[src/inc/osc_select_pkg.sv]
// Purpose: Shared constants and types for the oscillator source selection block.
// Assumes: Avalon-MM byte addresses, 8-bit registers in the low byte of each word.
// Notes: Oscillator activity arrives as one-cycle tick pulses on the 100 MHz clock.
//
// Overview of operation
// - Low-power bit 0 runs slow crystal in quick-start mode, 1 in low-power mode.
// - Source code 0101010 picks slow RC, 1010101 slow crystal; others reset the MCU.
// - After reset the low-power bit is zero, so the slow crystal quick-starts.
// - Slow crystal keeps oscillating whatever the low-power setting is.
// - Exactly one fast and one slow oscillator are always selected.
// - Fast/slow bit and divider field pick the system clock, changeable at run time.
// - Options pick the fast crystal and mark its range as at least or below 1 MHz.
// - Slow crystal pins are ordinary I/O whenever the slow crystal is unused.
// - With the fast RC selected the fast crystal pins stay ordinary I/O.
// - Sources: fast RC 8 MHz, fast crystal 400 kHz-16 MHz, slow RC 32 kHz, crystal 32.768 kHz.
// - The oscillators also clock the watchdog and the time-base logic.
// - Sleep, or idle without fsys_keep, stops the system clock; a slow clock may keep timers running.
// - Divider codes 000/001 pick sub clock; 010..111 pick fast divided by 64 down to 2.
// - Slow ready flag rises 1024 cycles after wake on crystal, 1 to 2 on RC.
package osc_select_pkg;

  // Register byte offsets
  localparam logic [3:0] SUB_CTRL_OFFSET = 4'h0;
  localparam logic [3:0] SYS_MODE_OFFSET = 4'h4;
  localparam logic [3:0] CLK_CFG_OFFSET = 4'h8;

  // Reset values
  localparam logic [7:0] SUB_CTRL_RESET = 8'h2a;
  localparam logic [7:0] SYS_MODE_RESET = 8'h03;
  localparam logic [7:0] CLK_CFG_RESET = 8'h00;

  // Sub clock control fields
  localparam int LOW_POWER_BIT = 7;
  localparam int SRC_CODE_MSB = 6;
  localparam logic [6:0] CODE_SLOW_RC = 7'h2a;
  localparam logic [6:0] CODE_SLOW_XTAL = 7'h55;

  // System mode fields
  localparam int DIV_MSB = 7;
  localparam int DIV_LSB = 5;
  localparam int READY_BIT = 3;
  localparam int FAST_READY_BIT = 2;
  localparam int IDLE_BIT = 1;
  localparam int FAST_SLOW_BIT = 0;
  localparam logic [2:0] DIV_SUB_MAX = 3'h1;

  // Clock option fields
  localparam int CFG_FAST_XTAL_BIT = 0;
  localparam int CFG_HIGH_RANGE_BIT = 1;

  // Ready delays in sub clock cycles
  localparam int SLOW_XTAL_READY_CYCLES = 1024;
  localparam int SLOW_RC_READY_CYCLES = 2;

  // Nominal source rates in Hz
  localparam int CLK_HZ = 100_000_000;
  localparam int FAST_RC_HZ = 8_000_000;
  localparam int FAST_XTAL_MIN_HZ = 400_000;
  localparam int FAST_XTAL_MAX_HZ = 16_000_000;
  localparam int FAST_XTAL_SPLIT_HZ = 1_000_000;
  localparam int SLOW_RC_HZ = 32_000;
  localparam int SLOW_XTAL_HZ = 32_768;

  // One bit per oscillator, used for ticks and enables
  typedef struct packed {
    logic fast_rc;
    logic fast_xtal;
    logic slow_rc;
    logic slow_xtal;
  } osc_set_type;

  // Sub clock source switch states
  typedef enum logic [0:0] {SUB_RUN, SUB_SWITCH} sub_state_type;

endpackage : osc_select_pkg

[src/ready_timer.sv]
// Purpose: Counts sub clock ticks after a restart and raises a ready level.
// Assumes: Tick is a one-cycle pulse on clk.
// Notes: Restart held high keeps the flag low.
`timescale 1ns/100ps
`default_nettype none
module ready_timer import osc_select_pkg::*; #(
  parameter int CNT_W = 11
) (
  input wire logic clk, // System clock
  input wire logic srst, // Synchronous reset
  input wire logic restart, // Hold low and restart count
  input wire logic tick, // Oscillator tick
  input wire logic [CNT_W-1:0] target, // Ticks needed
  output logic ready // Oscillator stable
);

  logic [CNT_W-1:0] cnt_ff;
  logic ready_ff;
  wire logic reach = (cnt_ff == target);
  wire logic [CNT_W-1:0] nxt_cnt = (tick && !reach) ? cnt_ff + 1'b1 : cnt_ff;

  // Count stops at target so the flag cannot wrap back low
  always_ff @(posedge clk) begin
    if (srst || restart) begin
      cnt_ff <= '0;
      ready_ff <= 1'b0;
    end else begin
      cnt_ff <= nxt_cnt;
      ready_ff <= reach;
    end
  end

  assign ready = ready_ff;
endmodule : ready_timer
`default_nettype wire

[src/oscillator_source_select.sv]
// Purpose: Selects fast and slow oscillator sources and derives system, sub,
//          watchdog and time-base clock enables.
// Assumes: Oscillator activity arrives as one-cycle ticks on clk.
// Notes: Registers sit on an Avalon-MM slave with one wait state per access.
`timescale 1ns/100ps
`default_nettype none
module oscillator_source_select import osc_select_pkg::*; #(
  parameter int XTAL_READY = SLOW_XTAL_READY_CYCLES,
  parameter int RC_READY = SLOW_RC_READY_CYCLES
) (
  input wire logic clk, // System clock, 100 MHz
  input wire logic srst, // Synchronous reset
  input wire logic [3:0] avs_address, // Byte address
  input wire logic avs_read, // Read request
  input wire logic avs_write, // Write request
  input wire logic [31:0] avs_writedata, // Write data
  input wire logic [3:0] avs_byteenable, // Byte lanes
  output logic [31:0] avs_readdata, // Read data
  output logic avs_waitrequest, // Stall
  input wire osc_set_type osc_tick, // Oscillator tick pulses
  input wire logic halt_active, // CPU halted
  input wire logic fsys_keep, // Keep system clock in idle
  input wire logic wdt_enabled, // Watchdog on
  output osc_set_type osc_enable, // Oscillator enables
  output logic slow_crystal_low_power_sel, // Slow crystal low power
  output logic slow_crystal_pins_gpio, // Slow crystal pins free
  output logic fast_crystal_pins_gpio, // Fast crystal pins free
  output logic fast_xtal_high_range, // Fast crystal 1 MHz or more
  output logic sys_clock_en, // System clock tick
  output logic sub_clock_en, // Sub clock tick
  output logic wdt_clock_en, // Watchdog clock tick
  output logic timebase_clock_en, // Time-base clock tick
  output logic slow_osc_ready_flag, // Slow oscillator ready
  output logic mcu_reset_req // Reset request pulse
);

  // Accepts only the two legal source codes
  function automatic logic code_valid(input logic [6:0] code);
    code_valid = (code == CODE_SLOW_RC) || (code == CODE_SLOW_XTAL);
  endfunction : code_valid

  // Divider mask: all ones in the mask marks the divided tick
  function automatic logic [5:0] div_mask(input logic fast_slow, input logic [2:0] div);
    logic [5:0] m;
    m = 6'h00;
    if (!fast_slow) begin
      unique case (div)
        3'h7: m = 6'h01;
        3'h6: m = 6'h03;
        3'h5: m = 6'h07;
        3'h4: m = 6'h0f;
        3'h3: m = 6'h1f;
        default: m = 6'h3f;
      endcase
    end
    div_mask = m;
  endfunction : div_mask

  logic ack_ff;
  logic [31:0] readdata_ff;
  logic [7:0] sub_ctrl_ff;
  logic [7:0] sys_mode_ff;
  logic [7:0] clk_cfg_ff;
  logic bad_code_ff;
  logic [5:0] fdiv_cnt_ff;
  logic fast_ready_ff;
  logic active_xtal_ff;
  sub_state_type sub_state_ff;
  logic ready_w;

  // Bus handshake: one wait state, then the access completes
  wire logic bus_req = avs_read || avs_write;
  wire logic bus_done = bus_req && ack_ff;
  wire logic nxt_ack = bus_req && !ack_ff;
  assign avs_waitrequest = bus_req && !ack_ff;
  assign avs_readdata = readdata_ff;

  // Write decode
  wire logic lane0_wr = avs_write && bus_done && avs_byteenable[0];
  wire logic wr_sub = lane0_wr && (avs_address == SUB_CTRL_OFFSET);
  wire logic wr_mode = lane0_wr && (avs_address == SYS_MODE_OFFSET);
  wire logic wr_cfg = lane0_wr && (avs_address == CLK_CFG_OFFSET);
  wire logic wr_code_ok = code_valid(avs_writedata[SRC_CODE_MSB:0]);
  wire logic bad_code = wr_sub && !wr_code_ok;

  // Only legal codes are stored, so one slow source stays selected
  wire logic [7:0] nxt_sub_ctrl = (wr_sub && wr_code_ok) ? avs_writedata[7:0] : sub_ctrl_ff;
  // Ready flags are read-only and bit 4 is unimplemented
  wire logic [7:0] mode_wmask = 8'he3;
  wire logic [7:0] nxt_sys_mode = wr_mode ? (avs_writedata[7:0] & mode_wmask) : sys_mode_ff;
  wire logic [7:0] nxt_clk_cfg = wr_cfg ? (avs_writedata[7:0] & 8'h03) : clk_cfg_ff;

  // Field decode
  wire logic sel_xtal = (sub_ctrl_ff[SRC_CODE_MSB:0] == CODE_SLOW_XTAL);
  wire logic fast_slow = sys_mode_ff[FAST_SLOW_BIT];
  wire logic [2:0] div_sel = sys_mode_ff[DIV_MSB:DIV_LSB];
  wire logic idle_sel = sys_mode_ff[IDLE_BIT];
  wire logic cfg_fast_xtal = clk_cfg_ff[CFG_FAST_XTAL_BIT];
  wire logic fast_mode = fast_slow || (div_sel > DIV_SUB_MAX);

  // Power modes
  wire logic sleep_any = halt_active && !idle_sel;
  wire logic sleep0 = sleep_any && !wdt_enabled;
  wire logic idle1 = halt_active && idle_sel && fsys_keep;
  wire logic sys_run = !halt_active || idle1;
  wire logic sub_running = !sleep0;
  wire logic fast_needed = fast_mode && sys_run;

  // Read mux, unmapped addresses read zero
  wire logic [7:0] mode_view = {sys_mode_ff[7:4], ready_w, fast_ready_ff, sys_mode_ff[1:0]};
  wire logic [7:0] rd_byte = (avs_address == SUB_CTRL_OFFSET) ? sub_ctrl_ff :
                             (avs_address == SYS_MODE_OFFSET) ? mode_view :
                             (avs_address == CLK_CFG_OFFSET) ? clk_cfg_ff : 8'h00;
  wire logic [31:0] nxt_readdata = (avs_read && !ack_ff) ? {24'h000000, rd_byte} : readdata_ff;

  // Bus acknowledge and read capture
  always_ff @(posedge clk) begin
    if (srst) begin
      ack_ff <= 1'b0;
      readdata_ff <= 32'h00000000;
    end else begin
      ack_ff <= nxt_ack;
      readdata_ff <= nxt_readdata;
    end
  end

  // Control registers; an illegal code behaves like a reset of them
  always_ff @(posedge clk) begin
    if (srst || bad_code) begin
      sub_ctrl_ff <= SUB_CTRL_RESET;
      sys_mode_ff <= SYS_MODE_RESET;
      clk_cfg_ff <= CLK_CFG_RESET;
    end else begin
      sub_ctrl_ff <= nxt_sub_ctrl;
      sys_mode_ff <= nxt_sys_mode;
      clk_cfg_ff <= nxt_clk_cfg;
    end
  end

  // Reset request is a one-cycle pulse after the offending write
  always_ff @(posedge clk) begin
    if (srst) begin
      bad_code_ff <= 1'b0;
    end else begin
      bad_code_ff <= bad_code;
    end
  end
  assign mcu_reset_req = bad_code_ff;

  // Slow crystal mode and pin use follow the register
  assign slow_crystal_low_power_sel = sub_ctrl_ff[LOW_POWER_BIT];
  assign slow_crystal_pins_gpio = !(sel_xtal || active_xtal_ff);
  assign fast_crystal_pins_gpio = !cfg_fast_xtal;
  assign fast_xtal_high_range = clk_cfg_ff[CFG_HIGH_RANGE_BIT];

  // Sub clock switch: after a source change the first tick of the new
  // source is swallowed, so no period is shorter than a full one
  wire logic switching = (sub_state_ff == SUB_SWITCH);
  wire logic new_tick = sel_xtal ? osc_tick.slow_xtal : osc_tick.slow_rc;
  wire logic sub_raw = active_xtal_ff ? osc_tick.slow_xtal : osc_tick.slow_rc;
  sub_state_type nxt_sub_state;
  logic nxt_active_xtal;
  always_comb begin
    nxt_sub_state = sub_state_ff;
    nxt_active_xtal = active_xtal_ff;
    unique case (sub_state_ff)
      SUB_RUN: begin
        if (sel_xtal != active_xtal_ff) begin
          nxt_sub_state = SUB_SWITCH;
        end
      end
      SUB_SWITCH: begin
        if (sel_xtal == active_xtal_ff) begin
          nxt_sub_state = SUB_RUN;
        end else if (new_tick) begin
          nxt_sub_state = SUB_RUN;
          nxt_active_xtal = sel_xtal;
        end
      end
    endcase
  end

  always_ff @(posedge clk) begin
    if (srst) begin
      sub_state_ff <= SUB_RUN;
      active_xtal_ff <= 1'b0;
    end else begin
      sub_state_ff <= nxt_sub_state;
      active_xtal_ff <= nxt_active_xtal;
    end
  end

  // Oscillator enables; slow crystal runs in either power mode
  assign osc_enable.fast_rc = fast_needed && !cfg_fast_xtal;
  assign osc_enable.fast_xtal = fast_needed && cfg_fast_xtal;
  assign osc_enable.slow_rc = sub_running && (!sel_xtal || !active_xtal_ff);
  assign osc_enable.slow_xtal = sub_running && (sel_xtal || active_xtal_ff);

  // Fast prescaler counts ticks of whichever fast source is enabled
  wire logic fast_tick = cfg_fast_xtal ? osc_tick.fast_xtal : osc_tick.fast_rc;
  wire logic [5:0] cur_mask = div_mask(fast_slow, div_sel);
  wire logic fdiv_pulse = fast_tick && ((fdiv_cnt_ff & cur_mask) == cur_mask);
  wire logic [5:0] nxt_fdiv_cnt = !fast_needed ? 6'h00 : (fast_tick ? fdiv_cnt_ff + 6'h01 : fdiv_cnt_ff);
  wire logic nxt_fast_ready = fast_needed && (fast_ready_ff || fast_tick);

  always_ff @(posedge clk) begin
    if (srst) begin
      fdiv_cnt_ff <= 6'h00;
      fast_ready_ff <= 1'b0;
    end else begin
      fdiv_cnt_ff <= nxt_fdiv_cnt;
      fast_ready_ff <= nxt_fast_ready;
    end
  end

  // Clock enables to the rest of the chip
  assign sub_clock_en = sub_running && !switching && sub_raw;
  assign sys_clock_en = sys_run && (fast_mode ? fdiv_pulse : sub_clock_en);
  assign wdt_clock_en = sub_clock_en && wdt_enabled;
  assign timebase_clock_en = sub_clock_en && !sleep_any;

  // Ready flag restarts while stopped and after each source change
  wire logic ready_restart = sleep0 || switching;
  wire logic [10:0] ready_target = active_xtal_ff ? 11'(XTAL_READY) : 11'(RC_READY);

  ready_timer #(
    .CNT_W(11)
  ) u_ready (
    .clk(clk),
    .srst(srst),
    .restart(ready_restart),
    .tick(sub_raw),
    .target(ready_target),
    .ready(ready_w)
  );
  assign slow_osc_ready_flag = ready_w;
endmodule : oscillator_source_select
`default_nettype wire

[config.mk]
export PLATFORM = sky130hd
export DESIGN_NAME = oscillator_source_select
export DESIGN_NICKNAME = d
export VERILOG_FILES = /design/src/inc/osc_select_pkg.sv /design/src/ready_timer.sv /design/src/oscillator_source_select.sv
export SDC_FILE = /design/constraint.sdc
export NUM_CORES = 1
export LEC_CHECK = 0
export ABC_AREA = 1
export ABC_CLOCK_PERIOD_IN_PS = 1390
export BUFFER_PORTS_ARGS = -buffer_cell sky130_fd_sc_hd__clkbuf_2
export CORE_AREA = 2 2 100 83
export CTS_BUF_LIST = sky130_fd_sc_hd__clkbuf_4 sky130_fd_sc_hd__clkbuf_8 sky130_fd_sc_hd__clkbuf_16
export CTS_CLUSTER_DIAMETER = 100
export DETAILED_ROUTE_END_ITERATION = 7
export DIE_AREA = 0 0 102 85
export PLACE_DENSITY = 0.65
export SLEW_MARGIN = 0
export SYNTH_ARGS = -nofsm -noshare
export SYNTH_HDL_FRONTEND = slang
export SYNTH_SLANG_ARGS = --single-unit
[constraint.sdc]
create_clock -name clk -period 1.39 [get_ports clk]
set_input_delay 0 -clock clk [delete_from_list [all_inputs] [get_ports clk]]
set_output_delay 0 -clock clk [all_outputs]
set_load 0.01 [all_outputs]
Word-level counts from Yosys, hierarchy flattened

Cells that the tools add are included.

Input port bits: 51
Output and inout bits: 47
Word-level logic and storage cells: 100
Register bits: 46
Memory bits (read-only): 0
Memories: 0
Bits in latches: 0
RAM bits: 0

Divide/modulo/power cells: 0
Muxes and demuxes: 14
Equal/unequal tests: 14
Bitwise operators: 4
Add/sub/neg operators: 2
Shift-type cells: 0
Multipliers: 0
Reduce and logical (&&, ||, !) cells: 53
Order comparisons: 1

Operators with widths:

| kind                  | number |
|---|---|
| $pmux 6 s5            | 1 |
| $logic_and 1x1->1     | 27 |
| $mux 8                | 2 |
| $eq 7x7->1 const B    | 2 |
| $logic_not 1->1       | 13 |
| $eq 3x3->1 const B    | 4 |
| $add 11x1->11 const B | 1 |
| $eq 11x11->1          | 1 |
| $mux 11               | 1 |
| $logic_or 1x1->1      | 10 |
| $eq 7x6->1 const B    | 1 |
| $mux 1                | 7 |
| $add 6x1->6 const B   | 1 |
| $and 6x6->6           | 1 |
| $eq 6x6->1            | 1 |
| $mux 6                | 1 |
| $eq 4x3->1 const B    | 1 |
| $eq 4x4->1 const B    | 1 |
| $logic_not 4->1       | 1 |
| $eq 3x2->1 const B    | 1 |
| $gt 3x1->1 const B    | 1 |
| $not 1->1             | 3 |
| $reduce_and 3->1      | 1 |
| $mux 2                | 1 |
| other kinds (4)       | 4 |

Depth between registers and ports, before layout

Gate-level depths: netlist of the first run.

Word-level depth: 8
Mapped depth: 10
Mapped depth without buffers: 10

Modules after synthesis

From an unflattened synthesis of the first run, not the netlist that was laid out.

Cell total of the unflattened synthesis: 402
Area, all modules: 2703.8 µm²

By module, submodules not included:

| module                   | area each (µm²) | seq. area each (µm²) | cells an instance | instances |
|---|---|---|---|---|
| oscillator_source_select | 1931.9          | 680.7                | 279               | 1 |
| ready_timer              | 772.0           | 240.2                | 123               | 1 |

Least setup slack after synthesis of the first run

OpenSTA, ideal clock, no wires.

Path type: flip-flop to output port
From: reg active_xtal_ff
To: out sys_clock_en
Data arrival time: 1.288 ns
Data required time: 1.390 ns
Setup slack: 0.102 ns
Path buffers: 0
Cell stages (with the launch flop): 7
Cell sequence: dfxtp_1 -> nand2_1 -> o21ai_4 -> inv_1 -> nor2_1 -> nand2_1 -> a21oi_1

Cells in the longest elaborated chain, start to end: 4

RTL lines:

| what                   | line                            | RTL |
|---|---|---|
| start, declared        | oscillator_source_select.sv:67  | `logic active_xtal_ff;` |
| start signal, assigned | oscillator_source_select.sv:189 | `active_xtal_ff <= nxt_active_xtal;` |
| $mux 1                 | oscillator_source_select.sv:160 | `wire logic sub_raw = active_xtal_ff ? osc_tick.slow_xtal : osc_tick.slow_rc;` |
| $logic_and 1x1->1      | oscillator_source_select.sv:217 | `assign sub_clock_en = sub_running && !switching && sub_raw;` |
| named net sub_clock_en | oscillator_source_select.sv:30  | `output logic sub_clock_en,` |
| $mux 1                 | oscillator_source_select.sv:218 | `assign sys_clock_en = sys_run && (fast_mode ? fdiv_pulse : sub_clock_en);` |
| $logic_and 1x1->1      | oscillator_source_select.sv:218 |  |
| end, declared          | oscillator_source_select.sv:29  | `output logic sys_clock_en,` |

The timed path passes the listed nets, and every way through them passes these cells.

==> impl.org, run 1 <==
** Logic synthesis
- Synth Cell Area :: 0.00260 mm2
- Number of instances in the synthesized netlist :: between 300 and 400
- Counting flops with an async set or reset pin after synthesis yields a share of 0.
- Cell type contributing the most total cell area after synthesis :: dfxtp_1
- By area the synthesized netlist is led by dfxtp_1 35%, nand2_1 12%, inv_1 7.8%.
- The most used flip-flop cell after synthesis is dfxtp_1.
- #FFs+latches synth :: 46
- Yosys warning count :: 0
- Average size of a mapped cell :: between 6 and 7 um2
- Counting distinct cell types in the post-synthesis netlist gives 33.
- Sequential area share after synthesis :: 0.354
- The share of synthesized area in the top cell type comes to 0.354.
- In this run, synthesis inferred 0 flip-flops with an integrated enable.

** Detailed routing
- Dividing the detail-routed via count by the number of cells gives around 4.5.
- In this run, the number of DRC markers left after iteration 0 of detailed routing was approximately 120.
- After detailed routing, the average wire length per cell comes to approximately 12 um.
- The first detailed-routing pass took 4 iterations.
- Post-detailed-route DRC marker count :: 0
- The count of nets left with antenna violations once routing finished came out at 0.
- Number of vias after detailed routing :: roughly 2700
- After detailed routing, the total wire length is 6.99 mm.

** Clock tree
- TritonCTS built the clock tree.
- TritonCTS sink count :: 46
- Number of H-tree branching levels :: 2
- The tree is rooted in a clkbuf_8.
- Worst-skew pair later-pin latency :: between 0.3 and 0.4 ns
- Clock-pin slew was measured on the worst setup and hold paths at about 0.1 ns.
- TritonCTS created 5 clock buffers.
- Clk buf depth :: 2

** Worst setup path
- The worst setup path is of the flop to primary output kind.
- The worst setup path is launched from a flop.
- The worst setup path is captured at a primary output.
- Data arrival time of the critical path :: 1.51 ns
- Required @ worst endpoint :: 1.39 ns
- Highest net fanout along the worst path :: 3

** Global routing
- In this run the most used layer during global routing was met2.
- The number of global-route vias before repair came to about 2300.
- For this run, the total global-route usage over all layers was measured as 0.148.
- Largest net degree at the start of global routing :: 18
- The initial antenna violation count is 0.
- Global-route track usage on met1 :: 0.210
- Global-route wire length before repair :: approximately 10 mm
- Met3 routing resource usage after global routing :: 0.0239
- Total global routing overflow :: 0
- Met2 routing resource usage after global routing :: 0.229

** Floorplan
- Die width :: about 100 um
- For this configuration, the core starts out at a cell density of 0.338.
- The total area inside the core boundary comes to between 0.007 and 0.008 mm2.
- roughly 100 I/O pins were placed.
- The die is roughly 85 um tall.
- The die covers roughly 0.0087 mm2.
- Num rows :: 29

** Final layout
- In the final layout, the share of cells above drive strength 1 is 0.378.
- Layout overhead on the synthesized area :: 37.9%
- The net count of the finished layout is approximately 540.
- Diode count :: 0

** Place
- Final HPWL from detailed placement :: 4.81 mm
- At the placement stage, the worst setup path has a slack of ~0.031 ns.
- Routability-driven placement congestion ratio :: about 0.85
- Input and output buffers added on the ports amount to 46.

** Pwr
- Leakage power figure :: 1.71 nW
- Power per unit of standard cell area :: around 750 mW/mm2
- IR Drop Worst-Case VDD :: about 470 uV

** Timing
- Number of failing hold endpoints at the final stage :: 0
- In the post-route analysis, the smallest setup slack over all paths is -0.125 ns.
- Slew Limit Fails :: 0
- Static timing analysis puts the maximum clock frequency at approximately 0.66 GHz.
- Dividing the final minimum period by the clock period gives 1.09.
- Final critical-path required period :: 1.51 ns
- Setup total negative slack on the finished layout was measured at -0.162 ns.
- Setup repair after global routing missed its margin :: yes
- Setup violations remaining at the end of the flow were counted as 2.
- Layout Skew :: 0.0163 ns

** Job
- Max-cap violations in this run came to 0.

** Outcome
- The run finished, with violations left.
- The final reports fail on setup timing.

** Min path
- Hold crit path type :: input pin to flop
==> synthesized netlist by cell type (2+ instances only) <==
library cell   n
nor3_1         5
o21ai_0       22
nand4_1        6
nor2_4         3
xor2_1         3
nand2_1       85
xnor2_1        5
a21oi_1       23
ha_1           4
a21oi_2        6
dfxtp_1       46
nand2_2        3
buf_2          2
buf_4         25
inv_1         54
nor2_1        40
nand3_1       32
==> power by group <==
part / switching [W] / internal [W] / total, W / leakage [nW]
Sequential: 0.0000283 / 0.00135 / 0.00137 / 0.380
Clock: 0.000515 / 0.000373 / 0.000888 / 0.0467
Combinational: 0.000267 / 0.000177 / 0.000444 / 1.28
Total: 0.000810 / 0.00190 / 0.00271 / 1.71
==> per-layer routing <==
| layer | part of all wire | up-vias |
|---|---|---|
| met3 | 0.059 | 6 |
| met4 | 0.010 | 0 |
| met2 | 0.47 | 78 |
| li1 | - | 1361 |
| met1 | 0.46 | 1229 |
| met5 | 0 | - |
==> per-stage QoR <==
step	instance area [um2]	utilization	instances	hold slack [ns]	power [W]
2_1_floorplan	2690	-	403	0.0815	0.00168
3_3_place_gp	3010	0.392	550	0.271	0.00177
3_5_place_dp	3010	0.392	550	0.283	0.00178
4_1_cts	3320	0.431	574	0.00113	0.00268
5_1_grt	3590	0.467	589	0.0243	0.00284
6_report	3590	0.467	589	0.00672	0.00271
==> repair_timing <==
item	4_1_cts	5_1_grt
hold buffers	8	0
hold endpoints to repair	9	0
gates cloned	0	2
buffers inserted	9	15
endpoints found under the setup margin	7	46
pin swaps	3	18
gates resized for setup	27	68
==> final timing paths <==
check	start	to	slack [ns]	cells after the start
max reg2reg	active_xtal_ff	u_ready.cnt_ff[6]	0.04	8
max	sub_ctrl_ff[3]	osc_enable[1]	-0.12	9
min	avs_address[2]	clk_cfg_ff[0]	0.007	4
min reg2reg	fdiv_cnt_ff[4]	fdiv_cnt_ff[4]	0.47	2
==> layout make-up <==
class	count	area (um2)
clock inverters	3	27.5
clock buffers	5	68.8
fillers	776	4100
repair buffers	96	646
multi-input cells	276	1540
flip-flops and latches	46	960
inverters	55	214
well taps	108	135
==> worst max-delay path, cell delays in order (launching register included) <==
cell and delay, ns:
dfxtp_2 0.36, nor3_4 0.20, nand2_4 0.09, buf_6 0.14, inv_4 0.06, ha_4 0.12
inv_2 0.02, nand2_1 0.05, inv_1 0.05, buf_6 0.11
==> logic make-up (layout without fill, tap and decap cells) <==
| kind of cell | Yosys count | after routing | share of synthesized area |
|---|---|---|---|
| AO/OA/AOI/OAI | 56 | 56 | 0.124 |
| XOR/XNOR | 8 | 8 | 0.0269 |
| adder cells (fa/ha/maj) | 4 | 4 | 0.0192 |
| buffers and inverters | 83 | 159 | 0.157 |
| flip-flops | 46 | 46 | 0.354 |
| other | 1 | 24 | 0.00144 |
| AND/OR/NAND/NOR | 182 | 184 | 0.318 |
==> cell usage in the layout, fill, tap and decap left out, types with 5 or more instances in the layout <==
master         instances
a21oi_1               21
a21oi_2                8
buf_4                 40
clkbuf_2              41
clkbuf_8               5
conb_1                24
dfxtp_1               25
dfxtp_2               16
dfxtp_4                5
dlygate4sd3_1          8
inv_1                 42
inv_2                 10
nand2_1               74
nand2_2               12
nand3_1               26
nand3_2                8
nand4_1                6
nor2_1                33
nor2_4                 7
o21ai_0               18
xnor2_1                5
==> registers in the layout (all words and copies together) (netlist names), 2 cells and up <==
| register | count |
|---|---|
| avs_readdata | 8 |
| clk_cfg_ff | 2 |
| fdiv_cnt_ff | 6 |
| sub_ctrl_ff | 8 |
| sys_mode_ff | 5 |
| u_ready.cnt_ff | 11 |
No activity file was read; power rests on OpenSTA's default activity.
==> run 2: changes to the inputs <==
--- a/config.mk
+++ b/config.mk
@@ -14,6 +14,7 @@
 export DETAILED_ROUTE_END_ITERATION = 7
 export DIE_AREA = 0 0 102 85
 export PLACE_DENSITY = 0.65
+export REMOVE_ABC_BUFFERS = 1
 export SLEW_MARGIN = 0
 export SYNTH_ARGS = -nofsm -noshare
 export SYNTH_HDL_FRONTEND = slang
==> impl.org, run 2 (synthesized netlist as in run 1, its figures left out) <==
** Outcome
- Status :: complete, but fails checks (unchanged)
- Failing checks: setup timing (unchanged).

** Final layout
- Commonest cells after routing, fill and taps aside: 77 x nand2_1, 47 x inv_1, 39 x buf_4, 38 x clkbuf_2, 29 x nand3_1 (was 74 x nand2_1, 42 x inv_1, 41 x clkbuf_2, 40 x buf_4, 33 x nor2_1).
- Max reg flops :: 11 (unchanged)
- Cell area after layout :: 0.00355 mm2 (was 0.00359 mm2)
- Top register by number of flip-flops :: u_ready.cnt_ff (unchanged)
- Fraction of layout instances using a drive strength above 1 :: 0.359 (was 0.378)
- Number of standard cells in the final layout excluding fillers :: 587 (was 589)
- Layout overhead on the synthesized area :: 36.5% (was 37.9%)
- The antenna diode instance count is 0 (unchanged).
- Leading cell type in the layout, fill and taps excluded :: nand2_1 (unchanged)
- The number of nets in the finished design was 533 (was 535).

** Global routing
- The first-pass GRT wire length came to 10.9 mm (was 10.4 mm).
- The remaining global-route overflow was 0 (unchanged).
- Initial antenna violation count :: 0 (unchanged)
- Number of global-route vias before repair :: 2380 (was 2274)
- Total global routing track utilization :: 0.157 (was 0.148)
- The pin count of the biggest net entering global routing came to 15 (was 18).

** Detailed routing
- DR WL/cell :: 11.5 um (was 11.9 um)
- The count of vias placed by the detailed router was 2670 (was 2674).
- Detailed-route wire length :: 6.74 mm (was 6.99 mm)
- The number of violations reported at the end of detailed-routing iteration 0 came to 135 (was 123).
- Final ANT Viol Nets :: 0 (unchanged)
- Vias per cell :: 4.55 (was 4.54)
- TritonRoute pass-1 iters :: 5 (was 4)
- The count of unresolved DRC violations after routing is 0 (unchanged).

** Worst setup path
- Highest net fanout along the worst path :: 3 (unchanged)
- R2R Path Start :: sub_ctrl_ff[5] (was active_xtal_ff)
- Required @ worst endpoint :: 1.39 ns (about the same)
- End point of the critical path :: osc_enable[1] (unchanged)
- Worst reg2reg endpoint :: active_xtal_ff (was u_ready.cnt_ff[6])
- The startpoint kind of the worst setup timing path is a flop (unchanged).
- Category of the critical setup timing path :: flop to primary output (unchanged)
- The kind of cell adding the most delay to the critical path is buffers and inverters (unchanged).
- The worst stage delay on the critical path was 0.34 ns (was 0.36 ns).
- Data arrival time of the critical path :: 1.43 ns (was 1.51 ns)
- The logic depth of the worst path, buffers included is 9 (unchanged).
- The capturing element type of the critical path is a primary output (unchanged).
- CP cell instances :: nor3_2 > nand2_2 > buf_6 > inv_4 > ha_4 > inv_2 > nand2_1 > inv_1 > buf_6 (was nor3_4 > nand2_4 > buf_6 > inv_4 > ha_4 > inv_2 > nand2_1 > inv_1 > buf_6)
- Crit path top cell by count :: buf_6 (unchanged)
- The master of the slowest instance on the critical path is dfxtp_2 (unchanged).
- Beginning of the critical path :: sub_ctrl_ff[5] (was sub_ctrl_ff[3])
- Worst reg2reg path depth :: 9 (was 8)
- Slack of the worst reg-to-reg path :: -0.02 ns (was 0.04 ns)
- The count of buffering cells on the critical path with inverters included came to 5 (unchanged).

** Timing
- The clock skew after layout came to 0.0121 ns (was 0.0163 ns).
- Slew Limit Fails :: 0 (unchanged)
- The final period demand of the worst path is 1.43 ns (was 1.51 ns).
- The slack of the critical path came to -0.0390 ns (was -0.125 ns).
- Fraction of the cycle the final worst path needs :: 1.03 (was 1.09)
- Fmax :: 0.700 GHz (was 0.660 GHz)
- Setup repair after global routing missed its margin :: yes (unchanged)
- Setup violators final :: 2 (unchanged)
- The number of hold violations in the final report is 0 (unchanged).

** Floorplan
- The number of top-level pins came to 98 (unchanged).
- Starting density of the core :: 0.338 (unchanged)
- Die footprint :: 0.00867 mm2 (unchanged)
- Num rows :: 29 (unchanged)
- Height of the die :: 85 um (unchanged)
- The die extent in x was 102 um (unchanged).
- Core area :: 0.00769 mm2 (unchanged)

** Clock tree
- The later-pin clock latency in the skew report is 0.31 ns (about the same).
- The CTS tree is built (unchanged).
- The root cell of the clock tree was clkbuf_8 (unchanged).
- Clk buf depth :: 2 (unchanged)
- The number of sinks handled by clock tree synthesis was 46 (unchanged).
- Reg clk slew, reported paths :: 0.09 ns (was 0.10 ns)
- Number of H-tree branching levels :: 2 (unchanged)
- The number of buffers added by the clock tree synthesis step is 5 (unchanged).

** Pwr
- The worst-case vdd ir drop came to 420 uV (was 466 uV).
- The leakage power of the design came to 1.66 nW (was 1.71 nW).
- The power per cell area came to 801 mW/mm2 (was 754 mW/mm2).

** Place
- The total of buffers placed on input and output ports is 46 (unchanged).
- The post-place instance area is 0.00306 mm2 (was 0.00301 mm2).
- Final HPWL from detailed placement :: 4.88 mm (was 4.81 mm)
- The placer congestion estimate came to 0.822 (was 0.846).
- Number of placed instances, taps included :: 556 (was 550)

** Job
- Total of max-cap violations :: 0 (unchanged)

** Min path
- The type of the most critical hold path was input pin to flop (unchanged).
## run 2: worst min path at each step
stage                                start           endpoint  depth (start not counted)
final                                 srst      mcu_reset_req                          2
after CTS                 avs_writedata[0]      clk_cfg_ff[0]                          3
after global routing           osc_tick[1]     active_xtal_ff                          4
after detailed placement  avs_writedata[7]     sys_mode_ff[7]                          3
after global placement         halt_active  timebase_clock_en                          3
after floorplan                       srst      mcu_reset_req                          1
## run 2: final cells by class
class	instances	area [um2]
inverters	55	209
clock buffers	6	76.3
repair buffers	94	628
flip-flops and latches	46	958
multi-input cells	276	1510
fillers	777	4140
clock inverters	2	37.5
well taps	108	135
## run 2: metrics by stage
step / setup TNS, ns / hold slack, ns / setup WS (ns) / total power (W) / utilization
after floorplan: 0 / 0.0724 / 0.102 / 0.00162 / -
after global routing: -1.10 / 0.0147 / -0.121 / 0.00298 / 0.462
after detailed placement: 0 / 0.285 / 0.000686 / 0.00178 / 0.397
after CTS: -0.0580 / 0.00137 / -0.0379 / 0.00281 / 0.435
after global placement: 0 / 0.287 / 0.0551 / 0.00177 / 0.397
final: -0.0561 / 0.00385 / -0.0390 / 0.00285 / 0.462
## run 2: metal layers
metal | GRT usage | wire length, um | up-vias
li1 | - | - | 1354
met1 | 0.228 | 3380 | 1238
met2 | 0.237 | 2970 | 70
met3 | 0.0280 | 312 | 8
met4 | 0.0448 | 77 | 0
met5 | 0 | 0 | -
## run 2: power breakdown
part,internal [W],switching (W),leakage (nW)
clock,0.000557,0.000473,0.0548
sequential,0.00135,0.0000296,0.381
combinational,0.000176,0.000264,1.23
total,0.00208,0.000766,1.66
## run 2: repair_timing
action,in CTS,in global routing
endpoints found under the setup margin,9,36
hold endpoints to repair,7,0
pin swaps,3,14
hold buffers,7,0
resized for setup,27,55
gates cloned,0,2
buffers inserted,6,8
